### config.mk
export PLATFORM = sky130hd
export DESIGN_NAME = tch_host
export DESIGN_NICKNAME = d
export VERILOG_FILES = /design/src/tch_pkg.sv /design/src/tch_ln_if.sv /design/src/tch_host.sv /design/src/tch_sync.sv /design/src/tch_timer.sv
export SDC_FILE = /design/constraint.sdc
export NUM_CORES = 1
export LEC_CHECK = 0
export BUFFER_PORTS_ARGS = -buffer_cell sky130_fd_sc_hd__buf_2
export CAP_MARGIN = 20
export CORE_MARGIN = 5
export CORE_UTILIZATION = 50
export CTS_BUF_LIST = sky130_fd_sc_hd__clkbuf_8
export DETAILED_ROUTE_END_ITERATION = 10
export PLACE_DENSITY = 0.77
export REMOVE_ABC_BUFFERS = 1
export SLEW_MARGIN = 10
export SYNTH_ARGS = -nofsm -noshare
export SYNTH_HDL_FRONTEND = slang
export SYNTH_SLANG_ARGS = --single-unit
### constraint.sdc
create_clock -name clock -period 2.2 [get_ports clock]
set_clock_uncertainty 0.1 [all_clocks]
set_input_delay 0.11 -clock clock [delete_from_list [all_inputs] [get_ports clock]]
set_output_delay 0.11 -clock clock [all_outputs]
set_load 0.02 [all_outputs]
### src/tch_pkg.sv
// Shared constants and types for the touch controller bus host
package tch_pkg;

   // Clock period of the host logic in ns
   localparam int CLK_NS = 40;
   // One quarter of a 400 kHz bit period in ns
   localparam int QTR_NS = 625;
   // Quarter period in clock cycles, rounded up
   localparam int QTR_CYC = (QTR_NS + CLK_NS - 1) / CLK_NS;
   // Width of the quarter timer
   localparam int TMR_W = $clog2(QTR_CYC + 1);

   // Bit index of the acknowledge slot within a byte
   localparam logic [3:0] ACK_BIT = 4'h8;
   // Idle level of a released bus line
   localparam logic LINE_IDLE = 1'b1;
   // Value loaded into the shift register before reading
   localparam logic [7:0] RD_FILL = 8'hFF;
   // Default byte count width
   localparam int LEN_W = 8;

   typedef enum logic [3:0] {
      ST_IDLE    = 4'h0,
      ST_START_A = 4'h1,
      ST_START_B = 4'h2,
      ST_LOAD    = 4'h3,
      ST_SETUP   = 4'h4,
      ST_LOW     = 4'h5,
      ST_HIGH_W  = 4'h6,
      ST_HIGH    = 4'h7,
      ST_FALL    = 4'h8,
      ST_STOP_A  = 4'h9,
      ST_STOP_W  = 4'hA,
      ST_STOP_B  = 4'hB,
      ST_STOP_C  = 4'hC
   } tch_state_t;

endpackage

### src/tch_ln_if.sv
// Internal carrier between pin synchroniser, quarter timer and host core
`timescale 1ns/100ps
interface tch_ln_if;
   logic scl_lvl;
   logic sda_lvl;
   logic tmr_go;
   logic tmr_done;

   modport pins (output scl_lvl, output sda_lvl);
   modport tmr (input tmr_go, output tmr_done);
   modport core (input scl_lvl, input sda_lvl, input tmr_done, output tmr_go);
endinterface

### src/tch_host.sv
// Two-wire bus host that runs transfers to the touch controller
//
// Function
// Both lines only pulled low or released; output value is always zero.
// Data line changes only while the clock line is low.
// START and STOP are data edges while clock is high; bus monitor sees them.
// Host alone opens and closes transfers; bus busy from START to STOP.
// Address byte is seven address bits, direction bit, acknowledge slot.
// Direction bit set means read, cleared means write.
// Address and data bytes go out most significant bit first.
// Device pulls data low in ninth period when its address matches.
// Device address comes from strap inputs; host sends that address.
// Each data byte is eight bits plus one acknowledge slot.
// Host makes every clock pulse and both START and STOP markers.
// Receiver acknowledges low in ninth period; high means not-acknowledge.
// Transfer is START, address byte, one or more data bytes, STOP.
// Device may hold clock low; host waits for clock really high.
// Every transfer closes with STOP, never a repeated START.
// Unmatched address leaves lines released; host sees no acknowledge.
`timescale 1ns/100ps
module tch_host #(
   parameter int LEN_W = tch_pkg::LEN_W
) (
   input wire logic clock,
   input wire logic rst,
   input wire logic [6:0] dev_addr,
   input wire logic cmd_valid,
   output logic cmd_ready,
   input wire logic cmd_rw,
   input wire logic [LEN_W-1:0] cmd_len,
   input wire logic tx_valid,
   input wire logic [7:0] tx_data,
   output logic tx_ready,
   output logic rx_valid,
   output logic [7:0] rx_data,
   output logic done,
   output logic nack,
   output logic bus_busy,
   input wire logic scl_i,
   output logic scl_o,
   output logic scl_oe,
   input wire logic sda_i,
   output logic sda_o,
   output logic sda_oe
);
   tch_ln_if ln ();

   tch_sync u_sync (
      .clock(clock),
      .rst(rst),
      .scl_pin(scl_i),
      .sda_pin(sda_i),
      .ln(ln.pins)
   );

   tch_timer #(
      .CYC(tch_pkg::QTR_CYC)
   ) u_timer (
      .clock(clock),
      .rst(rst),
      .ln(ln.tmr)
   );

   tch_pkg::tch_state_t state_q;
   tch_pkg::tch_state_t state_d;
   logic [7:0] sh_q;
   logic [7:0] sh_d;
   logic [3:0] bit_q;
   logic [3:0] bit_d;
   logic [LEN_W-1:0] left_q;
   logic [LEN_W-1:0] left_d;
   logic addr_ph_q;
   logic addr_ph_d;
   logic rw_q;
   logic rw_d;
   logic hcnt_q;
   logic hcnt_d;
   logic stop_q;
   logic stop_d;
   logic scl_oe_q;
   logic scl_oe_d;
   logic sda_oe_q;
   logic sda_oe_d;
   logic go_q;
   logic go_d;
   logic done_q;
   logic done_d;
   logic nack_q;
   logic nack_d;
   logic rxv_q;
   logic rxv_d;
   logic [7:0] rxd_q;
   logic [7:0] rxd_d;
   logic txr_q;
   logic txr_d;
   logic cmdr_q;
   logic cmdr_d;
   logic busy_q;
   logic busy_d;
   logic sda_prev_q;
   logic pin_o_q;

   // Decoded conditions
   logic tdone;
   logic scl_hi;
   logic sda_hi;
   logic tx_mode;
   logic last;
   logic is_ack;
   logic release_bit;
   logic start_seen;
   logic stop_seen;
   logic bus_free;
   logic take_cmd;
   logic [LEN_W-1:0] len_eff;

   assign tdone = ln.tmr_done;
   assign scl_hi = ln.scl_lvl;
   assign sda_hi = ln.sda_lvl;
   assign ln.tmr_go = go_q;
   // Direction bit set means device sends
   assign tx_mode = addr_ph_q | ~rw_q;
   assign last = (left_q == LEN_W'(1));
   assign is_ack = (bit_q == tch_pkg::ACK_BIT);
   // Receiver owns ack slot; host acks read bytes except the last
   assign release_bit = is_ack ? (tx_mode | last) : (~tx_mode | sh_q[7]);
   // Markers are data edges while clock is high
   assign start_seen = scl_hi & sda_prev_q & ~sda_hi;
   assign stop_seen = scl_hi & ~sda_prev_q & sda_hi;
   assign bus_free = ~busy_q & scl_hi & sda_hi;
   assign take_cmd = cmd_valid & cmdr_q;
   // Zero length still carries one data byte
   assign len_eff = (cmd_len == '0) ? LEN_W'(1) : cmd_len;

   // Bus occupancy from observed markers
   assign busy_d = start_seen ? 1'b1 : (stop_seen ? 1'b0 : busy_q);

   always_comb begin
      state_d = state_q;
      sh_d = sh_q;
      bit_d = bit_q;
      left_d = left_q;
      addr_ph_d = addr_ph_q;
      rw_d = rw_q;
      hcnt_d = hcnt_q;
      stop_d = stop_q;
      scl_oe_d = scl_oe_q;
      sda_oe_d = sda_oe_q;
      go_d = 1'b0;
      done_d = 1'b0;
      nack_d = nack_q;
      rxv_d = 1'b0;
      rxd_d = rxd_q;
      txr_d = 1'b0;
      unique case (state_q)
         tch_pkg::ST_IDLE: begin
            if (take_cmd) begin
               // address byte from straps
               sh_d = {dev_addr, cmd_rw};
               rw_d = cmd_rw;
               left_d = len_eff;
               addr_ph_d = 1'b1;
               bit_d = '0;
               stop_d = 1'b0;
               nack_d = 1'b0;
               // START: data falls while clock is high
               sda_oe_d = 1'b1;
               go_d = 1'b1;
               state_d = tch_pkg::ST_START_A;
            end
         end
         tch_pkg::ST_START_A: begin
            if (tdone) begin
               scl_oe_d = 1'b1;
               go_d = 1'b1;
               state_d = tch_pkg::ST_START_B;
            end
         end
         tch_pkg::ST_START_B: begin
            if (tdone) begin
               state_d = tch_pkg::ST_SETUP;
            end
         end
         tch_pkg::ST_LOAD: begin
            if (rw_q) begin
               sh_d = tch_pkg::RD_FILL;
               state_d = tch_pkg::ST_SETUP;
            end else if (tx_valid) begin
               sh_d = tx_data;
               txr_d = 1'b1;
               state_d = tch_pkg::ST_SETUP;
            end
         end
         tch_pkg::ST_SETUP: begin
            // data set only while clock low
            sda_oe_d = ~release_bit;
            go_d = 1'b1;
            state_d = tch_pkg::ST_LOW;
         end
         tch_pkg::ST_LOW: begin
            if (tdone) begin
               scl_oe_d = 1'b0;
               state_d = tch_pkg::ST_HIGH_W;
            end
         end
         tch_pkg::ST_HIGH_W: begin
            // host clock waits high
            if (scl_hi) begin
               hcnt_d = 1'b0;
               go_d = 1'b1;
               state_d = tch_pkg::ST_HIGH;
            end
         end
         tch_pkg::ST_HIGH: begin
            if (tdone && !hcnt_q) begin
               hcnt_d = 1'b1;
               go_d = 1'b1;
            end else if (tdone) begin
               if (!is_ack) begin
                  // shift most significant first
                  sh_d = {sh_q[6:0], sda_hi};
               end else if (tx_mode && sda_hi) begin
                  // no acknowledge ends the transfer
                  nack_d = 1'b1;
                  stop_d = 1'b1;
               end else if (addr_ph_q) begin
                  addr_ph_d = 1'b0;
               end else begin
                  // byte closed, last stops
                  rxv_d = rw_q;
                  rxd_d = rw_q ? sh_q : rxd_q;
                  left_d = left_q - LEN_W'(1);
                  stop_d = last;
               end
               scl_oe_d = 1'b1;
               go_d = 1'b1;
               state_d = tch_pkg::ST_FALL;
            end
         end
         tch_pkg::ST_FALL: begin
            if (tdone && stop_q) begin
               // close with STOP
               sda_oe_d = 1'b1;
               go_d = 1'b1;
               state_d = tch_pkg::ST_STOP_A;
            end else if (tdone && is_ack) begin
               // next byte after nine periods
               bit_d = '0;
               state_d = tch_pkg::ST_LOAD;
            end else if (tdone) begin
               bit_d = bit_q + 4'h1;
               state_d = tch_pkg::ST_SETUP;
            end
         end
         tch_pkg::ST_STOP_A: begin
            if (tdone) begin
               scl_oe_d = 1'b0;
               state_d = tch_pkg::ST_STOP_W;
            end
         end
         tch_pkg::ST_STOP_W: begin
            // stretch honoured before STOP
            if (scl_hi) begin
               go_d = 1'b1;
               state_d = tch_pkg::ST_STOP_B;
            end
         end
         tch_pkg::ST_STOP_B: begin
            if (tdone) begin
               // data rises while clock high
               sda_oe_d = 1'b0;
               go_d = 1'b1;
               state_d = tch_pkg::ST_STOP_C;
            end
         end
         tch_pkg::ST_STOP_C: begin
            if (tdone) begin
               done_d = 1'b1;
               state_d = tch_pkg::ST_IDLE;
            end
         end
         default: begin
            scl_oe_d = 1'b0;
            sda_oe_d = 1'b0;
            state_d = tch_pkg::ST_IDLE;
         end
      endcase
   end

   // new transfer only on a free bus
   assign cmdr_d = (state_d == tch_pkg::ST_IDLE) & ~take_cmd & bus_free & ~done_d;

   always_ff @(posedge clock) begin
      if (rst) begin
         state_q <= tch_pkg::ST_IDLE;
         sh_q <= '0;
         bit_q <= '0;
         left_q <= '0;
         addr_ph_q <= 1'b0;
         rw_q <= 1'b0;
         hcnt_q <= 1'b0;
         stop_q <= 1'b0;
      end else begin
         state_q <= state_d;
         sh_q <= sh_d;
         bit_q <= bit_d;
         left_q <= left_d;
         addr_ph_q <= addr_ph_d;
         rw_q <= rw_d;
         hcnt_q <= hcnt_d;
         stop_q <= stop_d;
      end
   end

   // pins only pulled low or released
   always_ff @(posedge clock) begin
      if (rst) begin
         scl_oe_q <= 1'b0;
         sda_oe_q <= 1'b0;
         pin_o_q <= 1'b0;
         go_q <= 1'b0;
      end else begin
         scl_oe_q <= scl_oe_d;
         sda_oe_q <= sda_oe_d;
         pin_o_q <= 1'b0;
         go_q <= go_d;
      end
   end

   always_ff @(posedge clock) begin
      if (rst) begin
         done_q <= 1'b0;
         nack_q <= 1'b0;
         rxv_q <= 1'b0;
         rxd_q <= '0;
         txr_q <= 1'b0;
         cmdr_q <= 1'b0;
      end else begin
         done_q <= done_d;
         nack_q <= nack_d;
         rxv_q <= rxv_d;
         rxd_q <= rxd_d;
         txr_q <= txr_d;
         cmdr_q <= cmdr_d;
      end
   end

   // bus monitor for markers
   always_ff @(posedge clock) begin
      if (rst) begin
         busy_q <= 1'b0;
         sda_prev_q <= tch_pkg::LINE_IDLE;
      end else begin
         busy_q <= busy_d;
         sda_prev_q <= sda_hi;
      end
   end

   assign cmd_ready = cmdr_q;
   assign tx_ready = txr_q;
   assign rx_valid = rxv_q;
   assign rx_data = rxd_q;
   assign done = done_q;
   assign nack = nack_q;
   assign bus_busy = busy_q;
   assign scl_o = pin_o_q;
   assign scl_oe = scl_oe_q;
   assign sda_o = pin_o_q;
   assign sda_oe = sda_oe_q;
endmodule

### src/tch_sync.sv
// Three-stage synchroniser for the two bus line inputs
`timescale 1ns/100ps
module tch_sync (
   input wire logic clock,
   input wire logic rst,
   input wire logic scl_pin,
   input wire logic sda_pin,
   tch_ln_if.pins ln
);
   logic [1:0] pin;
   logic [1:0] s1_q;
   logic [1:0] s2_q;
   logic [1:0] s3_q;
   logic [1:0] lvl_q;

   assign pin = {sda_pin, scl_pin};
   assign ln.scl_lvl = lvl_q[0];
   assign ln.sda_lvl = lvl_q[1];

   genvar i;
   generate
      for (i = 0; i < 2; i++) begin : g_line
         // Level changes only once stages two and three agree
         always_ff @(posedge clock) begin
            if (rst) begin
               s1_q[i] <= tch_pkg::LINE_IDLE;
               s2_q[i] <= tch_pkg::LINE_IDLE;
               s3_q[i] <= tch_pkg::LINE_IDLE;
               lvl_q[i] <= tch_pkg::LINE_IDLE;
            end else begin
               s1_q[i] <= pin[i];
               s2_q[i] <= s1_q[i];
               s3_q[i] <= s2_q[i];
               if (s2_q[i] == s3_q[i]) begin
                  lvl_q[i] <= s3_q[i];
               end
            end
         end
      end
   endgenerate
endmodule

### src/tch_timer.sv
// Quarter bit period timer, one done pulse per start
`timescale 1ns/100ps
module tch_timer #(
   parameter int CYC = tch_pkg::QTR_CYC
) (
   input wire logic clock,
   input wire logic rst,
   tch_ln_if.tmr ln
);
   logic [tch_pkg::TMR_W-1:0] cnt_q;
   logic run_q;
   logic done_q;
   logic at_end;

   assign at_end = (cnt_q == '0);
   assign ln.tmr_done = done_q;

   always_ff @(posedge clock) begin
      if (rst) begin
         cnt_q <= '0;
         run_q <= 1'b0;
         done_q <= 1'b0;
      end else if (ln.tmr_go) begin
         cnt_q <= tch_pkg::TMR_W'(CYC - 2);
         run_q <= 1'b1;
         done_q <= 1'b0;
      end else begin
         done_q <= run_q & at_end;
         if (at_end) begin
            run_q <= 1'b0;
         end else begin
            cnt_q <= cnt_q - 1'b1;
         end
      end
   end
endmodule

Yosys cells after proc, flatten, opt, wreduce, memory -nomap -nowiden
Cells that the tools add are included.
{"block": "op_classes", "n_eq_ne": 34, "n_mux": 78, "add_sub_neg": 3, "n_reduce_logical": 34, "bitwise": 31}
{"op": "two-way mux 8 bit", "count": 13}
{"op": "two-way mux 4 bit", "count": 21}
{"op": "one-hot mux 4 bit (13 select lines)", "count": 1}
{"op": "two-way mux 1 bit", "count": 33}
{"op": "equality test 4 bit, second input constant", "count": 6}
{"op": "one-hot mux 8 bit (3 select lines)", "count": 1}
{"op": "AND reduction 6 bit", "count": 4}
{"op": "!= test 2 bit, second input constant", "count": 11}
{"op": "OR reduction 9 bit", "count": 2}
{"op": "inverter 1 bit", "count": 17}
{"op": "equality test 4 x 3 -> 1 bit, second input constant", "count": 4}
{"op": "one-hot mux 8 bit (2 select lines)", "count": 1}
{"op": "AND reduction 7 bit", "count": 2}
{"op": "AND 1 bit", "count": 11}
{"op": "nonzero test 2 bit", "count": 5}
{"op": "equality test 4 x 2 -> 1 bit, second input constant", "count": 2}
{"op": "equality test 8 x 1 -> 1 bit, second input constant", "count": 1}
{"op": "zero test 4 bit", "count": 2}
{"op": "zero test 8 bit", "count": 1}
{"op": "!= test 2 x 1 -> 1 bit, second input constant", "count": 4}
{"op": "one-hot mux 1 bit (2 select lines)", "count": 4}
{"op": "one-hot mux 4 bit (2 select lines)", "count": 1}
{"op": "AND reduction 4 bit", "count": 2}
{"op": "OR reduction 2 bit", "count": 4}
{"op": "19 further kinds", "count": 27}
{"block": "word_totals", "reg_bits": 61, "wordCells": 211}

Longest topological paths before layout
Gate-level depths: netlist of run 1.
{"block": "logic_depth", "ltp_word": 9, "mapped_depth": 8}

Cells and area by module
Synthesis of run 1 repeated with hierarchy kept, for this count alone.
{"block": "unflattened", "cells_unflattened": 401, "area_unflattened_um2": 3311.9}
{"mod": "tch_host", "instances": 1, "seq_area_each_um2": 920.9, "cells_per_inst": 347, "area_per_inst_um2": 2742.6}
{"mod": "tch_timer", "instances": 1, "seq_area_each_um2": 140.1, "cells_per_inst": 34, "area_per_inst_um2": 339.1}
{"mod": "tch_sync", "instances": 1, "seq_area_each_um2": 160.2, "cells_per_inst": 20, "area_per_inst_um2": 230.2}

Worst setup path before layout of run 1
Ideal clock, no wire load.
{"block": "synth_path", "path_kind": "reg2reg", "start": "register bit_q[0]", "end": "register sh_q[0]", "required_time_ns": 2.021, "stages_incl_launch_ff": 9, "setup_time_ns": 0.079, "arrival_time_ns": 1.798, "slack_ns": 0.223, "path_buffers": 1, "path_cell_list": "dfxtp_1 > inv_1 > ha_1 > nand3b_1 > a31oi_1 > a2111oi_4 > buf_6 > nor2_1 > a211oi_2"}
{"block": "synth_between", "elab_chain_len": 3}
{"element": "from (decl)", "line": "tch_host.sv:68", "source": "logic [3:0] bit_q;"}
{"element": "from (signal assigned)", "line": "tch_host.sv:306", "source": "bit_q <= bit_d;"}
{"element": "equality test 4 bit", "line": "tch_host.sv:124", "source": "assign is_ack = (bit_q == tch_pkg::ACK_BIT);"}
{"element": "!= test 2 bit (no line)"}
{"element": "AND reduction 6 bit (no line)"}
{"element": "to (signal assigned)", "line": "tch_host.sv:296", "source": "sh_q <= '0;"}
{"element": "to (signal assigned)", "line": "tch_host.sv:305", "source": "sh_q <= sh_d;"}
{"element": "to (decl)", "line": "tch_host.sv:66", "source": "logic [7:0] sh_q;"}
No other way between the ends.
A chain may end at the register's enable or synchronous reset.

Worst setup path after layout of run 1
{"block": "layout_path", "start": "register state_q[1]", "end": "register rxd_q[1], in the netlist rx_data[1]"}
{"block": "layout_between", "elab_chain_len": 2}
{"element": "from (decl)", "line": "tch_host.sv:64", "source": "tch_pkg::tch_state_t state_q;"}
{"element": "from (signal assigned)", "line": "tch_host.sv:295", "source": "state_q <= tch_pkg::ST_IDLE;"}
{"element": "from (signal assigned)", "line": "tch_host.sv:304", "source": "state_q <= state_d;"}
{"element": "equality test 4 x 3 -> 1 bit", "line": "tch_host.sv:155", "source": "unique case (state_q)"}
{"element": "AND reduction 7 bit (no line)"}
{"element": "to (signal assigned)", "line": "tch_host.sv:342", "source": "rxd_q <= rxd_d;"}
{"element": "to (decl)", "line": "tch_host.sv:92", "source": "logic [7:0] rxd_q;"}
No other way between the ends.

==> results.sh, run 1 <==
export IMPL_run_status="completed"
export IMPL_mostFrequentLayoutCells="68 x nor2_1, 61 x dfxtp_1, 45 x buf_2, 36 x a21oi_1, 28 x nor3_1"
export IMPL_ctsHtreeMaxLevel=3
export IMPL_maxSlewViolCount=0
export IMPL_first_global_vias=2800
export IMPL_antenna_found_initial=0
export IMPL_num_nets_final=482
export IMPL_pwr_density_cell_nw_per_um2=973.0
export IMPL_post_route_cells_drive_above_1_share_pct=23.23
export IMPL_synth_seq_cells=61
export IMPL_cts_buffers=9
export IMPL_grt_max_degree=43
export IMPL_cts_sinks=61
export IMPL_synth_ff_type="dfxtp_1"
export IMPL_global_route_peak_usage_layer="met2"
export IMPL_synth_async_sr_flop_share_pct=0
export IMPL_maximum_operating_frequency_mhz=505.7
export IMPL_syn_area_um2=3192
export IMPL_synth_yosys_warnings=0
export IMPL_clk_pin_slew_ps=70
export IMPL_global_route_usage_total_pct=19.08
export IMPL_headroom_to_the_max_slew_limit_pct=62.94
export IMPL_design_die_area_um2=8081
export IMPL_fp_coreArea_um2=6277
export IMPL_synth_cell_type_count=68
export IMPL_fillers=553
export IMPL_layout_cells_non_filler=529
export IMPL_worst_path_max_fanout=8
export IMPL_setup_viol=0
export IMPL_drc=0
export IMPL_cts_buffer_depth=2
export IMPL_dp_hpwl_mm=5.441
export IMPL_firstDrtPassIters=6
export IMPL_n_antenna_cell=0
export IMPL_vias=3026
export IMPL_critical_path_start_type="register"
export IMPL_final_core_utilization_pct=60.35
export IMPL_holdBufCountCts=8
export IMPL_instance_count_along_the_most_critical_hold_path=3
export IMPL_overflow=0
export IMPL_final_common_cell="nor2_1"
export IMPL_max_vdd_ir_drop_v=0.0005344
export IMPL_area_growth_synth_to_final_pct=18.70
export IMPL_r2r_end="rx_data[1]"
export IMPL_cts_tree="done"
export IMPL_top_level_ports=48
export IMPL_crit_arrival_ps=2100
export IMPL_finalCriticalPeriod_ps=1977
export IMPL_clock_latency_ps=340
export IMPL_die_width_um=89.90
export IMPL_detail_route_antenna_nets=0
export IMPL_r2r_setup_slack_ps=220
export IMPL_hold_path_endpoint="sh_q[6]"
export IMPL_use_met2_pct=30.91
export IMPL_fin_worst_hold_slack_ps=16.92
export IMPL_cell_row_count=29
export IMPL_cts_root_buffer="clkbuf_8"
export IMPL_post_cts_buffers=0
export IMPL_timing_max_cap_violations=0
export IMPL_hold_class="in -> reg"
export IMPL_reg2reg_depth=5
export IMPL_fin_crit_sh_pct=89.89
export IMPL_port_buffers=45
export IMPL_timing_worst_slew_pin_value_ps=555.9
export IMPL_timing_hold_violations_final=0
export IMPL_rsz0062_at_grt="no"
export IMPL_worst_ep_required_time_ps=2320
export IMPL_place_detailed_instances=505
export IMPL_synthesis_area_per_instance_um2=8.122
export IMPL_synthesis_instances=393
export IMPL_gpl_final_weighted_congestion=0.9201
export IMPL_grt_use_met3_pct=5.342
export IMPL_drt_wl_total_mm=7.581
export IMPL_die_height_um=89.90
export IMPL_synth_sequential_area_ratio_pct=38.26
export IMPL_total_leakage_power_uw=0.001510
export IMPL_start_util_pct=50.85
export IMPL_drt_vias_per_instance=5.720
export IMPL_wire_length_of_the_first_global_routing_pass_mm=12.98
export IMPL_drt_iter0_drc=279
export IMPL_timing_critical_path_to_type="register"
export IMPL_drt_wirelength_per_cell_um=14.33
export IMPL_globalRouteMet1Util_pct=24.19
export IMPL_number_of_gates_resized_after_cts=0
export IMPL_synth_enable_flop_cells=0
export IMPL_critical_path_class="reg -> reg"
export IMPL_beginning_of_the_worst_register_to_register_path="state_q[1]"
export IMPL_setup_worst_path_start="state_q[1]"
export IMPL_hp_start="dev_addr[5]"
==> registers in the layout, summed over array words and instances, names as in the netlist, 2 cells and up <==
register	cells
u_timer.cnt_q	5
state_q	4
sh_q	8
bit_q	4
rx_data	8
u_sync.s3_q	2
u_sync.s1_q	2
u_sync.s2_q	2
left_q	8
==> per-layer routing <==
| metal | routed length (µm) | vias up |
|---|---|---|
| met4 | 163 | 0 |
| met3 | 466 | 16 |
| li1 | - | 1508 |
| met5 | 0 | - |
| met2 | 3471 | 106 |
| met1 | 3481 | 1396 |
==> per-stage QoR <==
stage | worst slack (ps) | area (µm²) | TNS, ps | total power [µW]
global placement | 275.7 | 3512 | 0 | 2664
detailed placement | 223.4 | 3512 | 0 | 2684
finish | 222.5 | 3789 | 0 | 3686
floorplan | -493.4 | 3063 | -10260 | 2304
CTS | 207.8 | 3789 | 0 | 3696
global route | 48.08 | 3789 | 0 | 3938
==> layout make-up <==
class	count	area, µm²	area share [%]
tap	77	96.34	2.543
inverter	12	45.04	1.189
sequential	61	1221	32.23
multi-input combinational	293	1797	47.42
clock inverter	7	72.57	1.915
clock buffer	9	123.9	3.269
timing repair buffer	70	432.9	11.43
==> kinds of logic after synthesis <==
logic type	after synthesis	synth area share, %
buffers and inverters	40	5.566
DFF	61	38.26
and+or+nand+nor	176	29.79
other	1	0.1175
adders and majority gates	6	2.274
muxes	11	3.489
AOI/OAI and AO/OA	97	20.23
xor gates and xnor gates	1	0.2745
==> worst max-delay path, stage by stage (launching register included) <==
cell      delay, ps
dfxtp_1         510
nand4b_2        230
or3_4           480
nor2_8          220
mux2i_1         250
nor2_1           60
==> synth_stat cells (4+ instances only) <==
| cell type | number | share of area (%) |
|---|---|---|
| ha_1 | 5 | 2.0 |
| a211oi_1 | 12 | 2.8 |
| dfxtp_1 | 61 | 38 |
| or2_2 | 13 | 2.5 |
| buf_2 | 4 | 0.63 |
| nand2_1 | 13 | 1.5 |
| a22oi_1 | 4 | 0.94 |
| a31oi_1 | 5 | 0.98 |
| o21ai_0 | 13 | 2.0 |
| nand3b_1 | 4 | 0.94 |
| nand2b_1 | 4 | 0.78 |
| nor4_1 | 5 | 0.98 |
| nor2b_1 | 11 | 2.2 |
| clkbuf_1 | 20 | 2.4 |
| nor2_1 | 68 | 8.0 |
| nor3_1 | 28 | 4.4 |
| a21oi_1 | 36 | 5.6 |
| mux2i_1 | 10 | 3.1 |
| inv_1 | 12 | 1.4 |
==> how the worst max path moves through the flow <==
| stage | end | cells after the start | slack (ps) |
|---|---|---|---|
| 3_3_place_gp | sh_q[3] | 8 | 280 |
| 4_1_cts | sh_q[2] | 8 | 210 |
| 6_report | rx_data[1] | 5 | 220 |
| 3_5_place_dp | sh_q[2] | 8 | 220 |
| 2_1_floorplan | rx_data[0] | 5 | -490 |
| 5_1_grt | left_q[6] | 8 | 50 |
==> power breakdown <==
group | switching [µW] | total [µW] | internal [µW]
Sequential | 154 | 1410 | 1260
Clock | 472 | 998 | 526
Combinational | 718 | 1280 | 559
Total | 1340 | 3690 | 2340
Note: power is estimated with default switching activity, not from simulation.
==> inputs of run 2 (changes only) <==
ABC_AREA = 1   (was unset)
CTS_BUF_LIST = sky130_fd_sc_hd__clkbuf_4 sky130_fd_sc_hd__clkbuf_8   (was sky130_fd_sc_hd__clkbuf_8)
SYNTH_HIERARCHICAL = 1   (was unset)
==> run 2 against run 1 <==
  * Design area rose by 4.4%
  * Sequential power shrank 6%
  * Critical path depth is 3 higher
  * Combinational power decreased by 39%
  * Register-to-register slack worse by 50 ps
  * Count of clock-buffer cells in the layout up 2
  * Setup slack worse by 49 ps
  * Fmax decreased by 2.4%
  * Critical endpoint is now sh_q[5]
  * Largest cell class unchanged
  * Largest power group unchanged
==> results.sh, run 2 <==
export IMPL_share_clk_of_total_power_pct=31.6
export IMPL_r2r_end="sh_q[5]"
export IMPL_start_util_pct=50.78
export IMPL_power_frac_comb_pct=25.4
export IMPL_mostFrequentLayoutCells="126 x nand2_1, 86 x nor2_1, 63 x inv_1, 61 x dfxtp_1, 45 x buf_2"
export IMPL_crit_arrival_ps=2200
export IMPL_antenna_found_initial=0
export IMPL_dp_hpwl_mm=6.123
export IMPL_detail_route_antenna_nets=0
export IMPL_synth_enable_flop_cells=0
export IMPL_cts_buffer_depth=2
export IMPL_timing_worst_slew_pin_value_ps=781.4
export IMPL_synth_yosys_warnings=6
export IMPL_timing_hold_violations_final=0
export IMPL_synth_seq_cells=61
export IMPL_beginning_of_the_worst_register_to_register_path="state_q[3]"
export IMPL_crit_chain="nor2_4, nand2_1, nor2_1, a21oi_1, nand3_2, nand2_1, nand2_1, nor2_1"
export IMPL_critical_path_start_type="register"
export IMPL_synthesis_area_per_instance_um2=6.378
export IMPL_cpMaxStageDelayCell="dfxtp_1"
export IMPL_n_antenna_cell=0
export IMPL_firstDrtPassIters=5
export IMPL_maxSlewViolCount=0
export IMPL_worst_ep_required_time_ps=2380
export IMPL_cts_root_buffer="clkbuf_8"
export IMPL_timing_max_cap_violations=0
export IMPL_yosys_top_cells_count="126 x nand2_1, 86 x nor2_1, 63 x inv_1, 61 x dfxtp_1, 36 x nand3_1"
export IMPL_synthesis_instances=535
export IMPL_maximum_operating_frequency_mhz=493.4
export IMPL_num_nets_final=625
export IMPL_synth_cell_type_count=35
export IMPL_area_growth_synth_to_final_pct=15.91
export IMPL_drc=0
export IMPL_critical_path_class="reg -> reg"
export IMPL_synth_area_leaders="dfxtp_1 36%, nand2_1 14%, nor2_1 9.5%"
export IMPL_syn_area_um2=3412
export IMPL_final_common_cell="nand2_1"
export IMPL_timing_critical_path_to_type="register"
export IMPL_wire_length_of_the_first_global_routing_pass_mm=14.21
export IMPL_multi_input_comb_area_um2=1834
export IMPL_post_cts_buffers=0
export IMPL_post_route_cells_drive_above_1_share_pct=16.36
export IMPL_design_die_area_um2=8576
export IMPL_seqPwrFrac_pct=43.0
export IMPL_area_sequential_um2=1221
export IMPL_setup_worst_path_start="state_q[3]"
export IMPL_run_status="completed"
export IMPL_die_height_um=92.61
export IMPL_r2r_setup_slack_ps=170
export IMPL_cts_sinks=61
export IMPL_total_leakage_power_uw=0.001927
export IMPL_slowest_delay_ps=660
export IMPL_first_global_vias=3308
export IMPL_reg2reg_depth=8
export IMPL_worst_slack_ps=173.4
export IMPL_drt_iter0_drc=150
export IMPL_rsz0062_at_grt="no"
export IMPL_synth_async_sr_flop_share_pct=0
export IMPL_cp_num_cells=8
export IMPL_synth_ff_type="dfxtp_1"
export IMPL_top_level_ports=48
export IMPL_fin_crit_sh_pct=92.12
export IMPL_ctsHtreeMaxLevel=3
export IMPL_drt_vias_per_instance=5.198
export IMPL_synth_compound_gate_area_share_pct=14.70
export IMPL_netSwitchingFraction_pct=33.08
export IMPL_overflow=0
export IMPL_cts_buffers=9
export IMPL_gpl_final_weighted_congestion=0.9226
export IMPL_fp_coreArea_um2=6719
export IMPL_sum_of_buffers_and_inverters_on_the_critical_path=0
export IMPL_synth_most_common_cell="nand2_1"
export IMPL_pwr_density_cell_nw_per_um2=776.0
export IMPL_post_synth_fa_ha_maj_area_fraction_pct=2.200
export IMPL_synth_mux_area_fraction_pct=0
export IMPL_setup_viol=0
export IMPL_max_vdd_ir_drop_v=0.0005463
export IMPL_combinational_family_with_the_most_area_after_synthesis="simple AND/OR/NAND/NOR gates"
export IMPL_critPathCapture="sh_q[5]"
export IMPL_worst_path_max_fanout=16
export IMPL_internal_power_uw=2054
export IMPL_critPathTopFamily="simple AND/OR/NAND/NOR gates"
export IMPL_die_width_um=92.61
export IMPL_clk_pin_slew_ps=70
export IMPL_synth_sequential_area_ratio_pct=35.79
export IMPL_worst_path_most_repeated_cell="nand2_1"
export IMPL_pre_cts_slack_ps=247.2
export IMPL_totalNegativeSetupSlack_ps=0
export IMPL_cell_row_count=30
export IMPL_grt_max_degree=31
export IMPL_vias=3498
export IMPL_cts_tree="done"
export IMPL_fillers=660
export IMPL_global_route_usage_total_pct=20.50
export IMPL_drt_wirelength_per_cell_um=12.33
export IMPL_clock_latency_ps=340
export IMPL_headroom_to_the_max_slew_limit_pct=47.85
export IMPL_drt_wl_total_mm=8.297
export IMPL_finalCriticalPeriod_ps=2027
export IMPL_synth_top_area_share_pct=35.79
export IMPL_switchingPower_uw=1015
export IMPL_post_synthesis_simple_gate_area_fraction_pct=36.12
export IMPL_cell_accounting_for_the_most_synthesized_area="dfxtp_1"
export IMPL_hold_class="in -> reg"
export IMPL_port_buffers=45
export IMPL_synth_xor_area_share_pct=0.5134
-- run 2: metal layers --
metal  track usage, %  vias to the layer above  part of all wire [%]
li1                 -                     1812                     -
met1            24.50                     1558                    45
met2            34.38                      107                    46
met3            5.118                       21                   6.7
met4            9.530                        0                   2.6
met5                0                        -                     0
-- run 2: kinds of logic after synthesis --
family | Yosys count
buf+inv | 88
xor+xnor | 2
compound gates | 94
flops | 61
fa+ha+maj | 6
simple gates | 283
other cells | 1
-- run 2: area by class of cell --
type                            instances  share of cell area [%]
Clock buffer                           11                   3.512
Clock inverter                          4                   1.265
Inverter                               70                   6.643
Multi-Input combinational cell        387                   46.38
Sequential cell                        61                   30.88
Tap cell                               80                   2.531
Timing Repair Buffer                   60                   8.795
-- run 2: stage by stage --
step | std cells | power [µW] | instance area [µm²] | hold slack (ps) | util, %
floorplan | 518 | 1924 | 3318 | 79.07 | -
global placement | 654 | 2087 | 3726 | 186.5 | 55.46
detailed placement | 654 | 2117 | 3726 | 190.3 | 55.46
CTS | 673 | 3091 | 3955 | 3.658 | 58.86
global route | 673 | 3283 | 3955 | 30.40 | 58.86
finish | 673 | 3069 | 3955 | 17.68 | 58.86
-- run 2: how the worst min path moves through the flow --
stage          startpoint              to  cells after the start
4_1_cts        cmd_len[3]       left_q[3]                      5
5_1_grt        cmd_len[3]       left_q[3]                      5
2_1_floorplan         rst       addr_ph_q                      1
3_3_place_gp        sda_i  u_sync/s1_q[1]                      2
6_report       cmd_len[4]       left_q[4]                      5
3_5_place_dp        sda_i  u_sync/s1_q[1]                      2
-- run 2: worst reg2reg max path, cell delays in order (launching register included) --
cell     delay [ps]
dfxtp_1         660
nor2_4          120
nand2_1         260
nor2_1           70
a21oi_1         160
nand3_2         280
nand2_1         150
nand2_1          60
nor2_1          100
-- run 2: power by group through the flow --
stage               Sequential (µW)  Clock [µW]  Combinational [µW]
finish                         1320         969                 780
floorplan                      1330           0                 595
global placement               1340           0                 748
global route                   1330        1050                 900
CTS                            1320         990                 783
detailed placement             1340           0                 774
-- run 2: timing repair --
action | in CTS | in global routing
hold buffers | 4 | 0
endpoints found under the hold margin | 4 | 0
gates resized for setup | 0 | 0
